===== src/hw/fpb_params.svh =====
// How it works
// 64 kB: 62 kB user, 2 kB hidden
// erase whole pages; program only erased pages
// firmware loads calibration before user code
// download only if pin low and word erased
// I2C host programs user space in download
// user code keeps debug port pins unchanged
// bit 31 blocks JTAG reads of user space
// other 31 bits each guard 2 kB
// guard blocks program and erase, every path
// volatile word acts at once, resets unprotected
// saved word acts after save command and reset
// key 0xDEADDEAD locks saved word for good; this model clears the lock at power-on
// bit n guards pages 4n..4n+3, clear protects
// blocked accesses abort, memory left untouched
`ifndef FPB_PARAMS_SVH
`define FPB_PARAMS_SVH
`define FPB_OFF_VOLATILE 8'h00
`define FPB_OFF_SAVED 8'h04
`define FPB_OFF_KEY 8'h08
`define FPB_OFF_COMMAND 8'h0C
`define FPB_OFF_STATUS 8'h10
`define FPB_OFF_ACTIVE 8'h14
`define FPB_PROT_RESET 32'hFFFFFFFF
`define FPB_KEY_PERMANENT 32'hDEADDEAD
`define FPB_CMD_SAVE 8'h0C
`define FPB_BOOT_WORD_ADDR 20'h80014
`define FPB_BOOT_ERASED 32'hFFFFFFFF
`define FPB_USER_LIMIT 16'hF800
`define FPB_PAGE_BITS 9
`define FPB_GROUP_BITS 11
`define FPB_READ_GUARD_BIT 31
`define FPB_PAGES 128
`define FPB_BOOT_WAIT 2'h2
`endif


===== src/hw/fpb_pkg.sv =====
package fpb_pkg;
  typedef enum logic [1:0] {FPB_OP_READ, FPB_OP_PROG, FPB_OP_ERASE, FPB_OP_NONE} fpb_op_t;
  typedef enum logic [1:0] {FPB_SRC_CORE, FPB_SRC_I2C, FPB_SRC_JTAG, FPB_SRC_FW} fpb_src_t;
  typedef enum logic [1:0] {FPB_ST_STRAP, FPB_ST_CONFIG, FPB_ST_USER, FPB_ST_DOWNLOAD} fpb_state_t;
endpackage


===== src/hw/fpb_page_check.sv =====
`timescale 1ns/1ps
`default_nettype none
`include "fpb_params.svh"
module fpb_page_check
  import fpb_pkg::*;
(
  input wire logic [31:0] i_prot,
  input wire logic [15:0] i_addr,
  input wire fpb_pkg::fpb_op_t i_op,
  input wire fpb_pkg::fpb_src_t i_src,
  output logic o_hidden,
  output logic o_write_guard,
  output logic o_read_guard
);
  import fpb_pkg::*;

  function automatic logic [4:0] group_of(input logic [15:0] addr);
    group_of = addr[15:`FPB_GROUP_BITS];
  endfunction

  wire logic is_write;
  wire logic [4:0] grp;

  assign is_write = (i_op == FPB_OP_PROG) || (i_op == FPB_OP_ERASE);
  assign grp = group_of(i_addr);
  // Firmware is the only source allowed into the top 2 kB
  assign o_hidden = (i_addr >= `FPB_USER_LIMIT) && (i_src != FPB_SRC_FW);
  // Cleared bit protects its four pages, whatever the source
  assign o_write_guard = is_write && (i_addr < `FPB_USER_LIMIT) && !i_prot[grp];
  assign o_read_guard = (i_op == FPB_OP_READ) && (i_src == FPB_SRC_JTAG)
    && !i_prot[`FPB_READ_GUARD_BIT];
endmodule
`default_nettype wire


===== src/hw/fpb_top.sv =====
`timescale 1ns/1ps
`default_nettype none
`include "fpb_params.svh"
module fpb_top
  import fpb_pkg::*;
(
  input wire logic I_CLOCK,
  input wire logic I_SRST,
  input wire logic I_POWER_ON,
  input wire logic I_BOOT_SELECT_N,
  input wire logic [31:0] I_BOOT_WORD,
  input wire logic I_CAL_DONE,
  input wire logic [7:0] I_ADDR,
  input wire logic [31:0] I_WDATA,
  input wire logic I_WR,
  input wire logic I_RD,
  input wire logic I_REQ,
  input wire fpb_pkg::fpb_op_t I_REQ_OP,
  input wire fpb_pkg::fpb_src_t I_REQ_SRC,
  input wire logic [15:0] I_REQ_ADDR,
  output logic [31:0] O_RDATA,
  output logic O_GRANT,
  output logic O_ABORT,
  output logic O_CAL_LOAD,
  output logic O_USER_RUN,
  output logic O_DOWNLOAD_MODE
);
  import fpb_pkg::*;

  fpb_state_t state;
  fpb_state_t next_state;
  logic [31:0] volatile_protection_word;
  logic [31:0] saved_protection_word;
  logic [31:0] key_entry;
  logic [31:0] nv_saved;
  logic [31:0] nv_key;
  logic nv_key_set;
  logic nv_permanent;
  logic [31:0] active_saved;
  logic cmd_pass;
  logic cmd_fail;
  logic [1:0] boot_wait;
  logic boot_sync1;
  logic boot_sync2;
  logic [`FPB_PAGES-1:0] page_erased;

  wire logic [31:0] eff_prot;
  wire logic hidden;
  wire logic write_guard;
  wire logic read_guard;
  wire logic [6:0] req_page;
  wire logic mode_block;
  wire logic erase_block;
  wire logic refuse;
  wire logic wr_save;
  wire logic save_ok;
  wire logic want_download;
  wire logic [31:0] status_word;
  wire logic [31:0] next_rdata;

  // Either word can protect; a cleared bit in one is enough
  assign eff_prot = volatile_protection_word & active_saved;

  fpb_page_check u_check (
    .i_prot(eff_prot),
    .i_addr(I_REQ_ADDR),
    .i_op(I_REQ_OP),
    .i_src(I_REQ_SRC),
    .o_hidden(hidden),
    .o_write_guard(write_guard),
    .o_read_guard(read_guard)
  );

  assign req_page = I_REQ_ADDR[15:`FPB_PAGE_BITS];
  // The I2C host only reaches the array while download mode is up
  assign mode_block = (I_REQ_SRC == FPB_SRC_I2C) && !O_DOWNLOAD_MODE;
  assign erase_block = (I_REQ_OP == FPB_OP_PROG) && !page_erased[req_page];
  assign refuse = hidden || write_guard || read_guard || mode_block || erase_block
    || (I_REQ_OP == FPB_OP_NONE);

  assign wr_save = I_WR && (I_ADDR == `FPB_OFF_COMMAND) && (I_WDATA[7:0] == `FPB_CMD_SAVE);
  // First save sets the key; later saves need the same key and no lock
  assign save_ok = !nv_key_set || (!nv_permanent && (key_entry == nv_key));

  assign want_download = !boot_sync2 && (I_BOOT_WORD == `FPB_BOOT_ERASED);

  assign status_word = {26'h0, nv_permanent, nv_key_set, cmd_fail, cmd_pass,
    O_DOWNLOAD_MODE, O_USER_RUN};
  // Key reads back as zero so software cannot learn it
  assign next_rdata = !I_RD ? 32'h00000000 :
    (I_ADDR == `FPB_OFF_VOLATILE) ? volatile_protection_word :
    (I_ADDR == `FPB_OFF_SAVED) ? saved_protection_word :
    (I_ADDR == `FPB_OFF_STATUS) ? status_word :
    (I_ADDR == `FPB_OFF_ACTIVE) ? eff_prot : 32'h00000000;

  always_comb
  begin
    next_state = state;
    unique case (state)
      FPB_ST_STRAP:
        if (boot_wait == `FPB_BOOT_WAIT)
          next_state = FPB_ST_CONFIG;
      FPB_ST_CONFIG:
        if (I_CAL_DONE)
          next_state = want_download ? FPB_ST_DOWNLOAD : FPB_ST_USER;
      FPB_ST_USER:
        next_state = FPB_ST_USER;
      FPB_ST_DOWNLOAD:
        next_state = FPB_ST_DOWNLOAD;
    endcase
  end

  // Pin synchroniser left out of reset: it only carries data
  always_ff @(posedge I_CLOCK)
  begin
    boot_sync1 <= I_BOOT_SELECT_N;
    boot_sync2 <= boot_sync1;
  end

  always_ff @(posedge I_CLOCK)
  begin
    if (I_SRST || I_POWER_ON)
    begin
      state <= FPB_ST_STRAP;
      boot_wait <= 2'h0;
      O_CAL_LOAD <= 1'b0;
      O_USER_RUN <= 1'b0;
      O_DOWNLOAD_MODE <= 1'b0;
    end
    else
    begin
      state <= next_state;
      // Lets the pin settle through the synchroniser after release
      if (boot_wait != `FPB_BOOT_WAIT)
        boot_wait <= boot_wait + 2'h1;
      O_CAL_LOAD <= (next_state == FPB_ST_CONFIG);
      O_USER_RUN <= (next_state == FPB_ST_USER);
      O_DOWNLOAD_MODE <= (next_state == FPB_ST_DOWNLOAD);
    end
  end

  always_ff @(posedge I_CLOCK)
  begin
    if (I_SRST || I_POWER_ON)
    begin
      volatile_protection_word <= `FPB_PROT_RESET;
      saved_protection_word <= `FPB_PROT_RESET;
      key_entry <= 32'h00000000;
      cmd_pass <= 1'b0;
      cmd_fail <= 1'b0;
      O_RDATA <= 32'h00000000;
    end
    else
    begin
      if (I_WR && (I_ADDR == `FPB_OFF_VOLATILE))
        volatile_protection_word <= I_WDATA;
      if (I_WR && (I_ADDR == `FPB_OFF_SAVED))
        saved_protection_word <= I_WDATA;
      if (I_WR && (I_ADDR == `FPB_OFF_KEY))
        key_entry <= I_WDATA;
      // Status flags clear on read unless a new save result lands
      if (wr_save)
      begin
        cmd_pass <= save_ok;
        cmd_fail <= !save_ok;
      end
      else if (I_RD && (I_ADDR == `FPB_OFF_STATUS))
      begin
        cmd_pass <= 1'b0;
        cmd_fail <= 1'b0;
      end
      O_RDATA <= next_rdata;
    end
  end

  // Saved word only reaches the guard logic at a reset
  always_ff @(posedge I_CLOCK)
  begin
    if (I_POWER_ON)
      active_saved <= `FPB_PROT_RESET;
    else if (I_SRST)
      active_saved <= nv_saved;
  end

  // Stands in for the nonvolatile cells: only power-on clears them
  always_ff @(posedge I_CLOCK)
  begin
    if (I_POWER_ON)
    begin
      nv_saved <= `FPB_PROT_RESET;
      nv_key <= 32'h00000000;
      nv_key_set <= 1'b0;
      nv_permanent <= 1'b0;
      page_erased <= '0;
    end
    else
    begin
      if (wr_save && save_ok && !I_SRST)
      begin
        nv_saved <= saved_protection_word;
        nv_key <= key_entry;
        nv_key_set <= 1'b1;
        nv_permanent <= (key_entry == `FPB_KEY_PERMANENT);
      end
      if (I_REQ && !refuse && (I_REQ_OP == FPB_OP_ERASE))
        page_erased[req_page] <= 1'b1;
    end
  end

  always_ff @(posedge I_CLOCK)
  begin
    if (I_SRST || I_POWER_ON)
    begin
      O_GRANT <= 1'b0;
      O_ABORT <= 1'b0;
    end
    else
    begin
      O_GRANT <= I_REQ && !refuse;
      O_ABORT <= I_REQ && refuse;
    end
  end
endmodule
`default_nettype wire

===== config.mk =====
export PLATFORM = sky130hd
export DESIGN_NAME = fpb_top
export DESIGN_NICKNAME = d
export VERILOG_FILES = /design/src/hw/fpb_pkg.sv /design/src/hw/fpb_page_check.sv /design/src/hw/fpb_top.sv
export VERILOG_INCLUDE_DIRS = /design/src /design/src/hw
export SDC_FILE = /design/constraint.sdc
export NUM_CORES = 1
export LEC_CHECK = 0
export BUFFER_PORTS_ARGS = -buffer_cell sky130_fd_sc_hd__buf_4
export CAP_MARGIN = 20
export CORE_MARGIN = 5
export CORE_UTILIZATION = 45
export DETAILED_ROUTE_END_ITERATION = 8
export GPL_ROUTABILITY_DRIVEN = 0
export PLACE_DENSITY = 0.66
export SETUP_SLACK_MARGIN = 0.2
export SLEW_MARGIN = 15
export SYNTH_ARGS = -nofsm -noshare
export SYNTH_HDL_FRONTEND = slang
export SYNTH_SLANG_ARGS = --single-unit

===== constraint.sdc =====
create_clock -name I_CLOCK -period 2.2 [get_ports I_CLOCK]
set_clock_uncertainty 0.05 [all_clocks]
set_input_delay 0 -clock I_CLOCK [delete_from_list [all_inputs] [get_ports I_CLOCK]]
set_output_delay 0 -clock I_CLOCK [all_outputs]
set_load 0.02 [all_outputs]

* Word-level counts from Yosys, hierarchy flattened
Cells that the tools add are included.
** Operators by class
- $add $sub $neg :: 1
- $lt $le $gt $ge :: 5
- Equal/unequal tests :: 23
- Muxes and demuxes :: 17
- Bitwise logic cells :: 3
- Reduce and logical (&&, ||, !) cells :: 44
** Operators by type and width (number)
- 32-bit 2-to-1 mux :: 4
- 128-bit bitwise OR :: 1
- 32-bit == test (second input constant) :: 2
- 32-bit AND :: 1
- 32-bit == test :: 1
- 8-bit by 4-bit == test with 1-bit output (second input constant) :: 3
- 1-bit logical AND :: 21
- 2-bit == test (second input constant) :: 8
- 8-bit by 5-bit == test with 1-bit output (second input constant) :: 2
- 16-bit greater-or-equal comparator (second input constant) :: 1
- 16-bit < comparator (second input constant) :: 1
- 1-bit zero test :: 10
- 2-bit by 1-bit == test with 1-bit output (second input constant) :: 4
- 8-bit by 3-bit == test with 1-bit output (second input constant) :: 1
- 8-bit zero test :: 1
- 1-bit logical OR :: 8
- 7-bit by 8-bit < comparator with 1-bit output (second input constant) :: 1
- 2-bit case mux with 4 select lines :: 1
- 1-bit binary-select mux with 7-bit select :: 1
- 1-bit demux with 7-bit select :: 1
- 7-bit by 1-bit greater-or-equal comparator with 1-bit output (second input constant) :: 1
- 1-bit 2-to-1 mux :: 7
- 5-bit by 6-bit < comparator with 1-bit output (second input constant) :: 1
- 1-bit binary-select mux with 5-bit select :: 1
- 7 further kinds :: 10
** Storage, ports and cells
- Register bits after elaboration :: 367
- Bits of input ports :: 100
- Output and inout bits :: 37
- Logic and storage cells :: 114

* Logic depth before layout (Yosys ltp)
Gate-level depths: netlist of the first run.
- Depth in word-level cells :: 13
- Mapped depth :: 12
- Mapped depth without buffers :: 8

* Hierarchy
A second synthesis of the first run with hierarchy kept.
** Unflattened totals
- Cell total of the unflattened synthesis :: 1646
- Area, all modules :: 14996.9 um^2
** Modules (own cells, without submodules)
- fpb_top :: instances 1, cells an instance 1602, area an instance 14612.8 um^2, seq. area each 7347.0 um^2
- fpb_page_check :: instances 1, cells an instance 44, area an instance 384.1 um^2, seq. area each 0.0 um^2

* Worst setup path before layout of the first run
Ideal clock, no wire load.
- Path kind :: register to register
- From :: register volatile_protection_word[0]
- To :: register page_erased[105]
- Setup time :: 93 ps
- Data arrival time :: 2196 ps
- Required time :: 2057 ps
- Slack :: -138 ps
- Cell stages (with the launch flop) :: 10
- Buffers on the path :: 2
- Period minus slack after synthesis :: 2338 ps
- Cells stage by stage :: dfxtp_1 -> nand2_1 -> mux4_2 -> mux2i_1 -> mux2i_1 -> a311oi_4 -> nand3b_1 -> buf_4 -> buf_6 -> o32ai_1
** Between the ends
- Cells in the longest elaborated chain, start to end :: 13
** RTL lines
- start, declared :: RTL line fpb_top.sv:32 : logic [31:0] volatile_protection_word;
- start signal, assigned :: RTL line fpb_top.sv:146 : volatile_protection_word <= `FPB_PROT_RESET;
- 32-bit AND :: RTL line fpb_top.sv:62 : assign eff_prot = volatile_protection_word & active_saved;
- 1-bit binary-select mux with 5-bit select :: RTL line fpb_page_check.sv:29 : assign o_write_guard = is_write && (i_addr < `FPB_USER_LIMIT) && !i_prot[grp];
- 1-bit 2-to-1 mux (implied by the code) :: RTL line fpb_page_check.sv:29
- 1-bit zero test :: RTL line fpb_page_check.sv:29
- 1-bit logical AND :: RTL line fpb_page_check.sv:29
- 1-bit logical OR (4 in series) :: RTL line fpb_top.sv:78 : assign refuse = hidden || write_guard || read_guard || mode_block || erase_block
- 1-bit logical OR :: RTL line fpb_top.sv:79 : || (I_REQ_OP == FPB_OP_NONE);
- 1-bit zero test :: RTL line fpb_top.sv:205 : if (I_REQ && !refuse && (I_REQ_OP == FPB_OP_ERASE))
- 1-bit logical AND (2 in series) :: RTL line fpb_top.sv:205
- end signal, assigned :: RTL line fpb_top.sv:194 : page_erased <= '0;
- end signal, assigned by index :: RTL line fpb_top.sv:206 : page_erased[req_page] <= 1'b1;
- end, declared :: RTL line fpb_top.sv:45 : logic [`FPB_PAGES-1:0] page_erased;
No other way between the ends. The select of a mux whose other input is x is not followed.
A chain may end at the register's enable or synchronous reset.

* Final worst setup path of the first run
- From :: register volatile_protection_word[9]
- To :: register page_erased[123]
Same word-level chain as after synthesis.

==> results.txt, run 1 <==
pwr/cell area - 699 nW/um2
Hold Path Origin - I_ADDR[3]
Power, Total - 0.0145 W
CP Launch Type - register
worst-skew pair later-pin latency - 0.53 ns
root buffer cell - clkbuf_16
GRT Resource Usage Total - 0.251
HPWL after detailed placement - 30.5 mm
commonest non-fill, non-tap cells in the layout - dfxtp_1, buf_4, nand2_1
Synth top area share - 0.487
# clock sinks - 367
share of cells above drive strength 1 - 0.294
post-route setup slack - -0.311 ns
final setup fails - 196
sequential share of the synthesized area - 0.487
final core occ - 0.624
Max Cap Viol - 0
#FFs+latches synth - 367
die area - 37300 um2
Nets - 2065
placeable core region - 33300 um2
r2r startpoint - volatile_protection_word[9]
Max clock buf depth - 3
TritonCTS clock tree - built
slowest cell delay on critical path - 0.46 ns
vias in the first global route - 13635
Ys Warns - 0
status - complete, but fails checks
CTS clk-pin slew, worst paths - 0.06 ns
Die H - 193 um
WHS Path Cells - 5
Leak Pwr - 8.06 nW
# IOs - 137
I/O Buffers - 127
largest net degree at the start of global routing - 76
CP max stage cell - mux4_2
Worst IR Drop VDD - 660 uV
first-pass GRT wire length - 74.5 mm
relative slew slack - 0.256
Final ANT Viol Nets - 0
Area contributors post-synth - dfxtp_1, nand2_1, a211o_1
pre-CTS setup slack - -0.325 ns
Post-synth EDFFs - 0
Hold WC Path Type - in -> reg
effective utilization at floorplan - 0.453
critical path class - reg -> reg
Hold Vio Cnt, Final - 0
most common cell after layout, fill and taps aside - dfxtp_1
Mapped Nets - 1782
WP data required - 2.56 ns
GRT Residual Overflow - 0
Hold EP - cmd_pass
H-tree depth - 2
CTS buffer count - 40
mean routed wirelength per cell - 20.2 um
R2R setup slack - -0.31 ns
setup TNS - -37.97 ns
RSZ-0062 raised after global routing - yes
cell taking the most area after synthesis - dfxtp_1
CP delay by family, top - multiplexers
Area Overhead vs Synth - 37.8%
routed vias - 13948
Via-to-Cell Ratio - 5.73
synthesized area per cell - 8.99 um2
Inserted Diodes - 0
minimum clock period - 2.51 ns
Worst setup EP type - register
Worst EP arrival - 2.87 ns
Main synth FF type - dfxtp_1
1st-pass router iterations - 6
Reg2Reg Depth - 8
highest net fanout along the worst path - 33
max frequency - 398 MHz
Die W - 193 um
ys async rst share - 0
Slew @ Worst Pin - 1.12 ns
initial antenna violation count - 1
R2R Path End - page_erased[123]
DRT iter0 DRCs - 1049
Syn Std Cell Area - 15100 um2
Final Cycle Share - 1.14
Buf/Inv on CP - 1
Routed WL - 49.3 mm
failing checks - setup timing
number of unique standard cell types used by synthesis - 59
Slew Limit Fails - 0
cell breakdown of the critical path - nand2_2 > mux4_2 > mux2i_1 > mux2i_2 > a311oi_4 > nand3b_1 > clkbuf_16 > o32ai_1
num rows - 67
Syn Inst Count - 1677
drc violations - 0
layer usage:
metal	share of wire	track usage	vias to the layer above
li1	-	-	6473
met4	0.034	0.0929	0
met2	0.49	0.421	578
met3	0.076	0.0409	115
met5	0	0	-
met1	0.40	0.327	6782
worst max path at each step:
stage | from | cells past startpoint | end
floorplan | volatile_protection_word[0] | 9 | page_erased[109]
global placement | I_REQ_ADDR[11] | 11 | page_erased[95]
detailed placement | I_REQ_ADDR[11] | 11 | page_erased[74]
CTS | volatile_protection_word[9] | 8 | page_erased[44]
global route | volatile_protection_word[15] | 9 | page_erased[121]
finish | volatile_protection_word[9] | 8 | page_erased[123]
flip-flops by register name (all words and copies together), names as in the netlist:
name,cells
saved_protection_word,32
nv_key,32
boot_sync2,1
O_RDATA,32
page_erased,128
key_entry,32
O_GRANT,1
nv_saved,32
O_CAL_LOAD,1
volatile_protection_word,32
boot_sync1,1
cmd_pass,1
cmd_fail,1
boot_wait,2
nv_permanent,1
nv_key_set,1
state,2
active_saved,32
O_USER_RUN,1
O_ABORT,1
O_DOWNLOAD_MODE,1
metrics by stage:
stage / area, um2 / hold WS (ns) / cells
after global routing: 20800 / 0.0188 / 2436
after global placement: 17600 / 0.0570 / 2285
after detailed placement: 17600 / 0.0559 / 2285
after floorplan: 15400 / -0.0223 / 1677
after CTS: 20100 / 0.000756 / 2429
final: 20800 / 0.0273 / 2436
what timing repair did:
item	in CTS	in global routing
cloned	9	4
endpoints found under the hold margin	122	0
resized for setup	94	94
setup buffers	23	3
hold buffers	42	0
endpoints found under the setup margin	196	197
pin swaps	25	35
cell usage after synthesis, drive strengths merged (4+ instances only):
cell and n:
a211o 64, a21o 32, a21oi 42, a221oi 36
a22oi 31, a31oi 4, and2 8, buf 32
clkbuf 88, dfxtp 367, ha 5, inv 142
mux2 10, mux2i 40, mux4 14, nand2 258
nand3 77, nand4 24, nand4b 8, nor2 87
nor2b 72, nor3 11, nor4 7, o211ai 4
o21ai 11, o22ai 67, o32ai 64, xnor2 31
where the power goes:
group | switching [W] | internal, W | leakage [nW]
Sequential | 0.0000239 | 0.00669 | 2.96
Clock | 0.00266 | 0.00393 | 0.644
Combinational | 0.000705 | 0.000510 | 4.46
layout make-up:
cell class / instances / area, um2
Fill cell: 2717 / 12500
Clock buffer: 62 / 1220
Inverter: 144 / 541
Timing Repair Buffer: 360 / 3360
Tap cell: 448 / 561
Clock inverter: 8 / 68.8
Sequential cell: 367 / 7390
Multi-Input combinational cell: 1047 / 7630
worst register-to-register path, cell delays in order (launching register included):
cell and delay [ns]:
dfxtp_2 0.34, nand2_2 0.06, mux4_2 0.46, mux2i_1 0.20, mux2i_2 0.15, a311oi_4 0.32
nand3b_1 0.20, clkbuf_16 0.27, o32ai_1 0.35
cells by family (layout without fill, tap and decap cells):
family / after synthesis / in the layout / share of synthesized area
buffers and inverters: 264 / 574 / 0.0708
adders and majority gates: 5 / 5 / 0.00415
and+or+nand+nor: 571 / 571 / 0.176
AOI/OAI and AO/OA: 373 / 374 / 0.188
muxes: 64 / 64 / 0.0549
xor gates and xnor gates: 33 / 33 / 0.0192
DFF: 367 / 367 / 0.487
Power figures use the tool's default switching activity.
==> run 2: changes to the inputs <==
--- a/config.mk
+++ b/config.mk
@@ -6,13 +6,15 @@
 export SDC_FILE = /design/constraint.sdc
 export NUM_CORES = 1
 export LEC_CHECK = 0
+export ABC_AREA = 1
+export ABC_CLOCK_PERIOD_IN_PS = 2200
 export BUFFER_PORTS_ARGS = -buffer_cell sky130_fd_sc_hd__buf_4
 export CAP_MARGIN = 20
 export CORE_MARGIN = 5
 export CORE_UTILIZATION = 45
 export DETAILED_ROUTE_END_ITERATION = 8
 export GPL_ROUTABILITY_DRIVEN = 0
-export PLACE_DENSITY = 0.66
+export PLACE_DENSITY = 0.65
 export SETUP_SLACK_MARGIN = 0.2
 export SLEW_MARGIN = 15
 export SYNTH_ARGS = -nofsm -noshare
==> run 2 against run 1 <==
  * The flow finishes with violations (hold timing)
  * Global-route usage up 0.82 points
  * First-iteration DRC count up 78%
  * Core utilization down 1.8 points
  * Via count up 27%
  * Critical path depth up 8
  * Clock-buffer cell count down 1
  * Critical endpoint is now page_erased[67]
  * Largest power group is now the clock network
==> results.txt, run 2 <==
highest net fanout along the worst path - 8
effective utilization at floorplan - 0.455
CP Launch Type - register
Power, Total - 0.0152 W
drc violations - 0
number of unique standard cell types used by synthesis - 36
CTS clk-pin slew, worst paths - 0.06 ns
TritonCTS clock tree - built
synthesized area per cell - 6.78 um2
Mapped Nets - 2558
register area - 7380 um2
area of the multi-input gates - 8220 um2
pwr/cell area - 688 nW/um2
cell taking the most area after synthesis - dfxtp_1
Final Cycle Share - 0.952
DRT iter0 DRCs - 1865
vias in the first global route - 16187
most frequent cells after synthesis - nand2_1, dfxtp_1, nor2_1
Fillers - 3239
Clock Power Share - 0.456
Area contributors post-synth - dfxtp_1, nand2_1, nor2_1
relative slew slack - 0.256
CP delay by family, top - simple AND/OR/NAND/NOR gates
commonest non-fill, non-tap cells in the layout - nand2_1, dfxtp_1, nor2_1
Seq pwr share - 0.440
Via-to-Cell Ratio - 5.57
post-route setup slack - 0.105 ns
internal power - 0.0115 W
Slew Limit Fails - 0
share of cells above drive strength 1 - 0.202
Switching Power - 0.00378 W
HPWL after detailed placement - 33.4 mm
CP Depth - 16
GRT Residual Overflow - 0
Max clock buf depth - 3
Reg with most FFs - page_erased
die area - 40900 um2
I/O Buffers - 127
Buf/Inv on CP - 3
mean routed wirelength per cell - 18.8 um
final setup fails - 0
Crit. Startpoint - page_erased[34]
Ys Warns - 0
placeable core region - 36500 um2
first-pass GRT wire length - 86.6 mm
slowest cell delay on critical path - 0.32 ns
Crit path top cell by count - nand2_2
RSZ-0062 raised after global routing - yes
R2R setup slack - 0.11 ns
Hold Vio Cnt, Final - 1
root buffer cell - clkbuf_16
final core occ - 0.606
Leak Pwr - 9.72 nW
# clock sinks - 367
cell breakdown of the critical path - inv_2 > nand2_2 > nand3_2 > nand2_2 > nor2_2 > nor2_1 > nor2_1 > nand2_1 > nand2_2 > nand2_2 > nor2_4 > buf_6 > nand2_8 > clkbuf_16 > nand4_1 > a21oi_1
Final ANT Viol Nets - 0
num rows - 70
ys async rst share - 0
Synth top area share - 0.442
most common cell after layout, fill and taps aside - nand2_1
Worst EP arrival - 2.41 ns
Worst setup EP type - register
Worst IR Drop VDD - 520 uV
Syn Std Cell Area - 16600 um2
sequential share of the synthesized area - 0.442
most common cell in the netlist - nand2_1
Die H - 202 um
Inserted Diodes - 0
failing checks - hold timing
initial antenna violation count - 0
Fin Hold WS - -0.0534 ns
status - complete, but fails checks
Slew @ Worst Pin - 1.12 ns
minimum clock period - 2.09 ns
H-tree depth - 2
GRT Resource Usage Total - 0.259
WHS Path Cells - 6
max frequency - 477 MHz
Largest register FFs - 128
Post-synth EDFFs - 0
setup TNS - 0 ns
Reg2Reg Depth - 16
largest net degree at the start of global routing - 98
r2r startpoint - page_erased[34]
Die W - 202 um
Max Cap Viol - 0
Area Overhead vs Synth - 33.2%
#FFs+latches synth - 367
Nets - 2786
R2R Path End - page_erased[67]
Critical Path End - page_erased[67]
Syn Inst Count - 2453
pre-CTS setup slack - -0.0393 ns
Main synth FF type - dfxtp_1
CP max stage cell - dfxtp_2
# IOs - 137
CTS buffer count - 40
1st-pass router iterations - 6
routed vias - 17692
Routed WL - 59.8 mm
critical path class - reg -> reg
Comb power frac - 0.104
Hold WC Path Type - in -> reg
WP data required - 2.52 ns
Sw Share - 0.248
worst-skew pair later-pin latency - 0.55 ns
-- run 2: cell types whose count changed after synthesis, moves of 62 or more --
cell,previous run,this run
nand4_1,24,150
a21oi_1,42,178
nor2_1,87,263
nand2_1,258,735
a211o_1,64,0
o32ai_1,64,0
o22ai_1,67,5
inv_1,141,253
nor2b_1,72,0
nand3_1,77,155
-- run 2: per-layer routing --
layer / GRT usage / part of all wire
met2: 0.417 / 0.46
met3: 0.0372 / 0.087
met5: 0 / 0
met1: 0.357 / 0.42
met4: 0.0885 / 0.034
-- run 2: area by class of cell --
class,count,area share
clock buffer,61,0.0565
clock inverter,8,0.00486
inverter,263,0.0449
multi-input combinational,1665,0.371
sequential,367,0.334
tap,468,0.0265
timing repair buffer,344,0.163
-- run 2: kinds of logic (layout without fill, tap and decap cells) --
family          count (synthesis)  in the layout  share of synthesized area
flops                         367            367                      0.442
compound gates                319            319                      0.106
simple gates                 1327           1329                      0.337
fa+ha+maj                       5              5                    0.00376
buf+inv                       423            676                      0.104
xor+xnor                       12             12                    0.00632
-- run 2: worst min-delay path by stage --
stage	from	to	slack, ns
3_5_place_dp	I_BOOT_SELECT_N	boot_sync1	0.06
3_3_place_gp	I_BOOT_SELECT_N	boot_sync1	0.06
2_1_floorplan	I_BOOT_SELECT_N	boot_sync1	-0.02
6_report	I_BOOT_WORD[24]	state[0]	-0.05
4_1_cts	I_ADDR[6]	cmd_pass	0.03
5_1_grt	I_BOOT_WORD[24]	state[0]	0.001
-- run 2: power groups by stage --
stage / Combinational (W) / Clock [W] / Sequential [W]
final: 0.00158 / 0.00695 / 0.00670
after global routing: 0.00164 / 0.00728 / 0.00671
after CTS: 0.00129 / 0.00701 / 0.00671
after detailed placement: 0.00111 / 0 / 0.00685
after global placement: 0.00110 / 0 / 0.00685
after floorplan: 0.000598 / 0 / 0.00685
-- run 2: per-stage QoR --
stage | cell area (um2) | hold WS (ns) | cells
after global routing | 22100 | 0.00107 | 3176
after detailed placement | 18400 | 0.0611 | 2979
after floorplan | 16600 | -0.0223 | 2453
final | 22100 | -0.0534 | 3176
after CTS | 20500 | 0.0264 | 3111
after global placement | 18400 | 0.0552 | 2979
-- run 2: worst register-to-register path, cell delays in order, from the launching register on --
cell and delay (ns):
dfxtp_2 0.32, inv_2 0.06, nand2_2 0.05, nand3_2 0.08
nand2_2 0.06, nor2_2 0.13, nor2_1 0.07, nor2_1 0.11
nand2_1 0.07, nand2_2 0.08, nand2_2 0.07, nor2_4 0.17
buf_6 0.14, nand2_8 0.11, clkbuf_16 0.19, nand4_1 0.07
a21oi_1 0.09
-- run 2: timing repair --
action / in CTS / in global routing
hold buffers: 53 / 23
setup endpoints to repair: 195 / 249
resized for setup: 43 / 237
buffers inserted: 6 / 12
hold endpoints to repair: 142 / 1
pin swaps: 12 / 58
gates cloned: 4 / 31
==> run 3: changes to the inputs <==
--- a/config.mk
+++ b/config.mk
@@ -13,8 +13,7 @@
 export CORE_MARGIN = 5
 export CORE_UTILIZATION = 45
 export DETAILED_ROUTE_END_ITERATION = 8
-export GPL_ROUTABILITY_DRIVEN = 0
-export PLACE_DENSITY = 0.65
+export PLACE_DENSITY_LB_ADDON = 0.2
 export SETUP_SLACK_MARGIN = 0.2
 export SLEW_MARGIN = 15
 export SYNTH_ARGS = -nofsm -noshare
==> constraint.sdc (replaced) <==
create_clock -name I_CLOCK -period 2.2 [get_ports I_CLOCK]
set_clock_uncertainty 0.05 [all_clocks]
set_input_delay 0.11 -clock I_CLOCK [delete_from_list [all_inputs] [get_ports I_CLOCK]]
set_output_delay 0.11 -clock I_CLOCK [all_outputs]
set_load 0.02 [all_outputs]
==> run 3 against run 2 <==
  * The run now ends clean
  * Fmax decreased by 4.1%
  * Worst setup slack got worse by 0.089 ns
  * Routed wire length decreased by 2.9%
  * Register-to-register slack got worse by 0.09 ns
  * Combinational power increased by 3%
  * Critical path depth decreased by 1
  * Non-clock buffer count decreased by 16
  * Die area unchanged
  * Design area decreased by 1.6%
  * Clock power decreased by 1%
  * First-iteration DRC count decreased by 11%
  * Critical path type unchanged
==> results.txt, run 3 (synthesis results as in run 2) <==
status - finished clean
share of cells above drive strength 1 - 0.191
vias in the first global route - 15569
Die H - 202 um
Hold WC Path Type - in -> reg
final RePlAce weighted congestion - 0.853
RSZ-0062 raised after global routing - yes
HPWL after detailed placement - 33.9 mm
commonest non-fill, non-tap cells in the layout - nand2_1, dfxtp_1, nor2_1
Clock Power Share - 0.451
Slew @ Worst Pin - 0.935 ns
placeable core region - 36500 um2
area of the multi-input gates - 7910 um2
Hold Vio Cnt, Final - 0
highest net fanout along the worst path - 6
internal power - 0.0114 W
Via-to-Cell Ratio - 5.52
drc violations - 0
Inserted Diodes - 0
largest net degree at the start of global routing - 114
Worst EP arrival - 2.62 ns
Critical Path End - nv_saved[8]
register area - 7380 um2
DRT iter0 DRCs - 1664
1st-pass router iterations - 6
Final Cycle Share - 0.993
Post-DP Area - 18500 um2
num rows - 70
# clock sinks - 367
Routed WL - 58.0 mm
pwr/cell area - 697 nW/um2
Final ANT Viol Nets - 0
Reg2Reg Depth - 15
worst-skew pair later-pin latency - 0.55 ns
critical path class - reg -> reg
Leak Pwr - 9.71 nW
CTS clk-pin slew, worst paths - 0.06 ns
TritonCTS clock tree - built
die area - 40900 um2
Switching Power - 0.00379 W
relative slew slack - 0.377
r2r startpoint - key_entry[23]
GRT Residual Overflow - 0
final setup fails - 0
# IOs - 137
R2R Path End - nv_saved[8]
I/O Buffers - 127
WP data required - 2.63 ns
CP Launch Type - register
root buffer cell - clkbuf_16
Crit. Startpoint - key_entry[23]
Hold Path Origin - I_ADDR[2]
CTS buffer count - 41
Area Overhead vs Synth - 31.1%
Fillers - 3292
Seq pwr share - 0.442
Worst setup EP type - register
Fin Hold WS - 0.00765 ns
R2R setup slack - 0.02 ns
Comb power frac - 0.107
initial antenna violation count - 0
Die W - 202 um
final instance area - 21800 um2
Nets - 2770
max frequency - 458 MHz
minimum clock period - 2.18 ns
Worst IR Drop VDD - 489 uV
Max Cap Viol - 0
Largest register FFs - 128
first-pass GRT wire length - 84.8 mm
most common cell after layout, fill and taps aside - nand2_1
Reg with most FFs - page_erased
effective utilization at floorplan - 0.455
GRT Resource Usage Total - 0.252
routed vias - 17447
Max clock buf depth - 3
mean routed wirelength per cell - 18.4 um
H-tree depth - 2
Sw Share - 0.249
Slew Limit Fails - 0
[run 3: cell count changes in the layout (fill, tap and decap cells not counted), sizes merged]
cell,before,now
buf,249,269
bufbuf,0,1
clkbuf,81,80
clkinv,8,14
clkinvlp,1,0
dlygate4sd3,75,36
nand2,738,737
[run 3: worst min path at each step]
stage	endpoint	slack, ns	cells past startpoint
CTS	cmd_pass	0.02	6
global route	cmd_pass	0.009	5
detailed placement	boot_sync1	0.17	1
global placement	boot_sync1	0.17	1
finish	cmd_pass	0.008	5
floorplan	boot_sync1	0.09	0
[run 3: power groups by stage]
stage	clock, W	sequential, W	combinational (W)
after floorplan	0	0.00685	0.000598
after global placement	0	0.00685	0.00112
after detailed placement	0	0.00685	0.00113
after CTS	0.00695	0.00671	0.00124
after global routing	0.00723	0.00671	0.00170
final	0.00686	0.00671	0.00163
[run 3: metrics by stage]
stage          total power (W)  worst slack (ns)  std cells  setup TNS [ns]  utilization
3_3_place_gp           0.00797           -0.0313       2994           -1.11        0.507
6_report                0.0152            0.0163       3161               0        0.597
5_1_grt                 0.0156           -0.0851       3161           -2.69        0.597
2_1_floorplan          0.00745             0.318       2453               0            -
4_1_cts                 0.0149             0.121       3112               0        0.562
3_5_place_dp           0.00798           -0.0700       2994           -3.06        0.507
[run 3: layout make-up]
cell class / instances / share of cell area
repair buffers: 328 / 0.164
clock inverters: 13 / 0.00649
well taps: 468 / 0.0269
inverters: 263 / 0.0454
multi-input cells: 1664 / 0.363
clock buffers: 58 / 0.0551
flip-flops and latches: 367 / 0.339
[run 3: worst max-delay path: stages (launching register included)]
cell     delay, ns
dfxtp_2       0.34
inv_2         0.05
nand2_1       0.07
nand4_1       0.14
nor3_2        0.17
nand4_1       0.14
nor2_2        0.16
nand3_2       0.15
nand2_4       0.12
buf_6         0.10
nand2_4       0.05
nor2_4        0.14
buf_12        0.14
buf_12        0.14
nand2_1       0.06
nand3_1       0.07
[run 3: what timing repair did]
item,CTS,global route
setup buffers,6,17
cloned,5,32
pin swaps,6,63
setup endpoints to repair,196,196
hold endpoints to repair,111,0
hold buffers,36,0
resized for setup,34,160
[run 3: metal layers]
layer	GRT usage	vias up	part of all wire
met5	0	-	0
met4	0.0759	0	0.031
met3	0.0356	145	0.089
met2	0.393	866	0.45
met1	0.364	8091	0.43
li1	-	8345	-
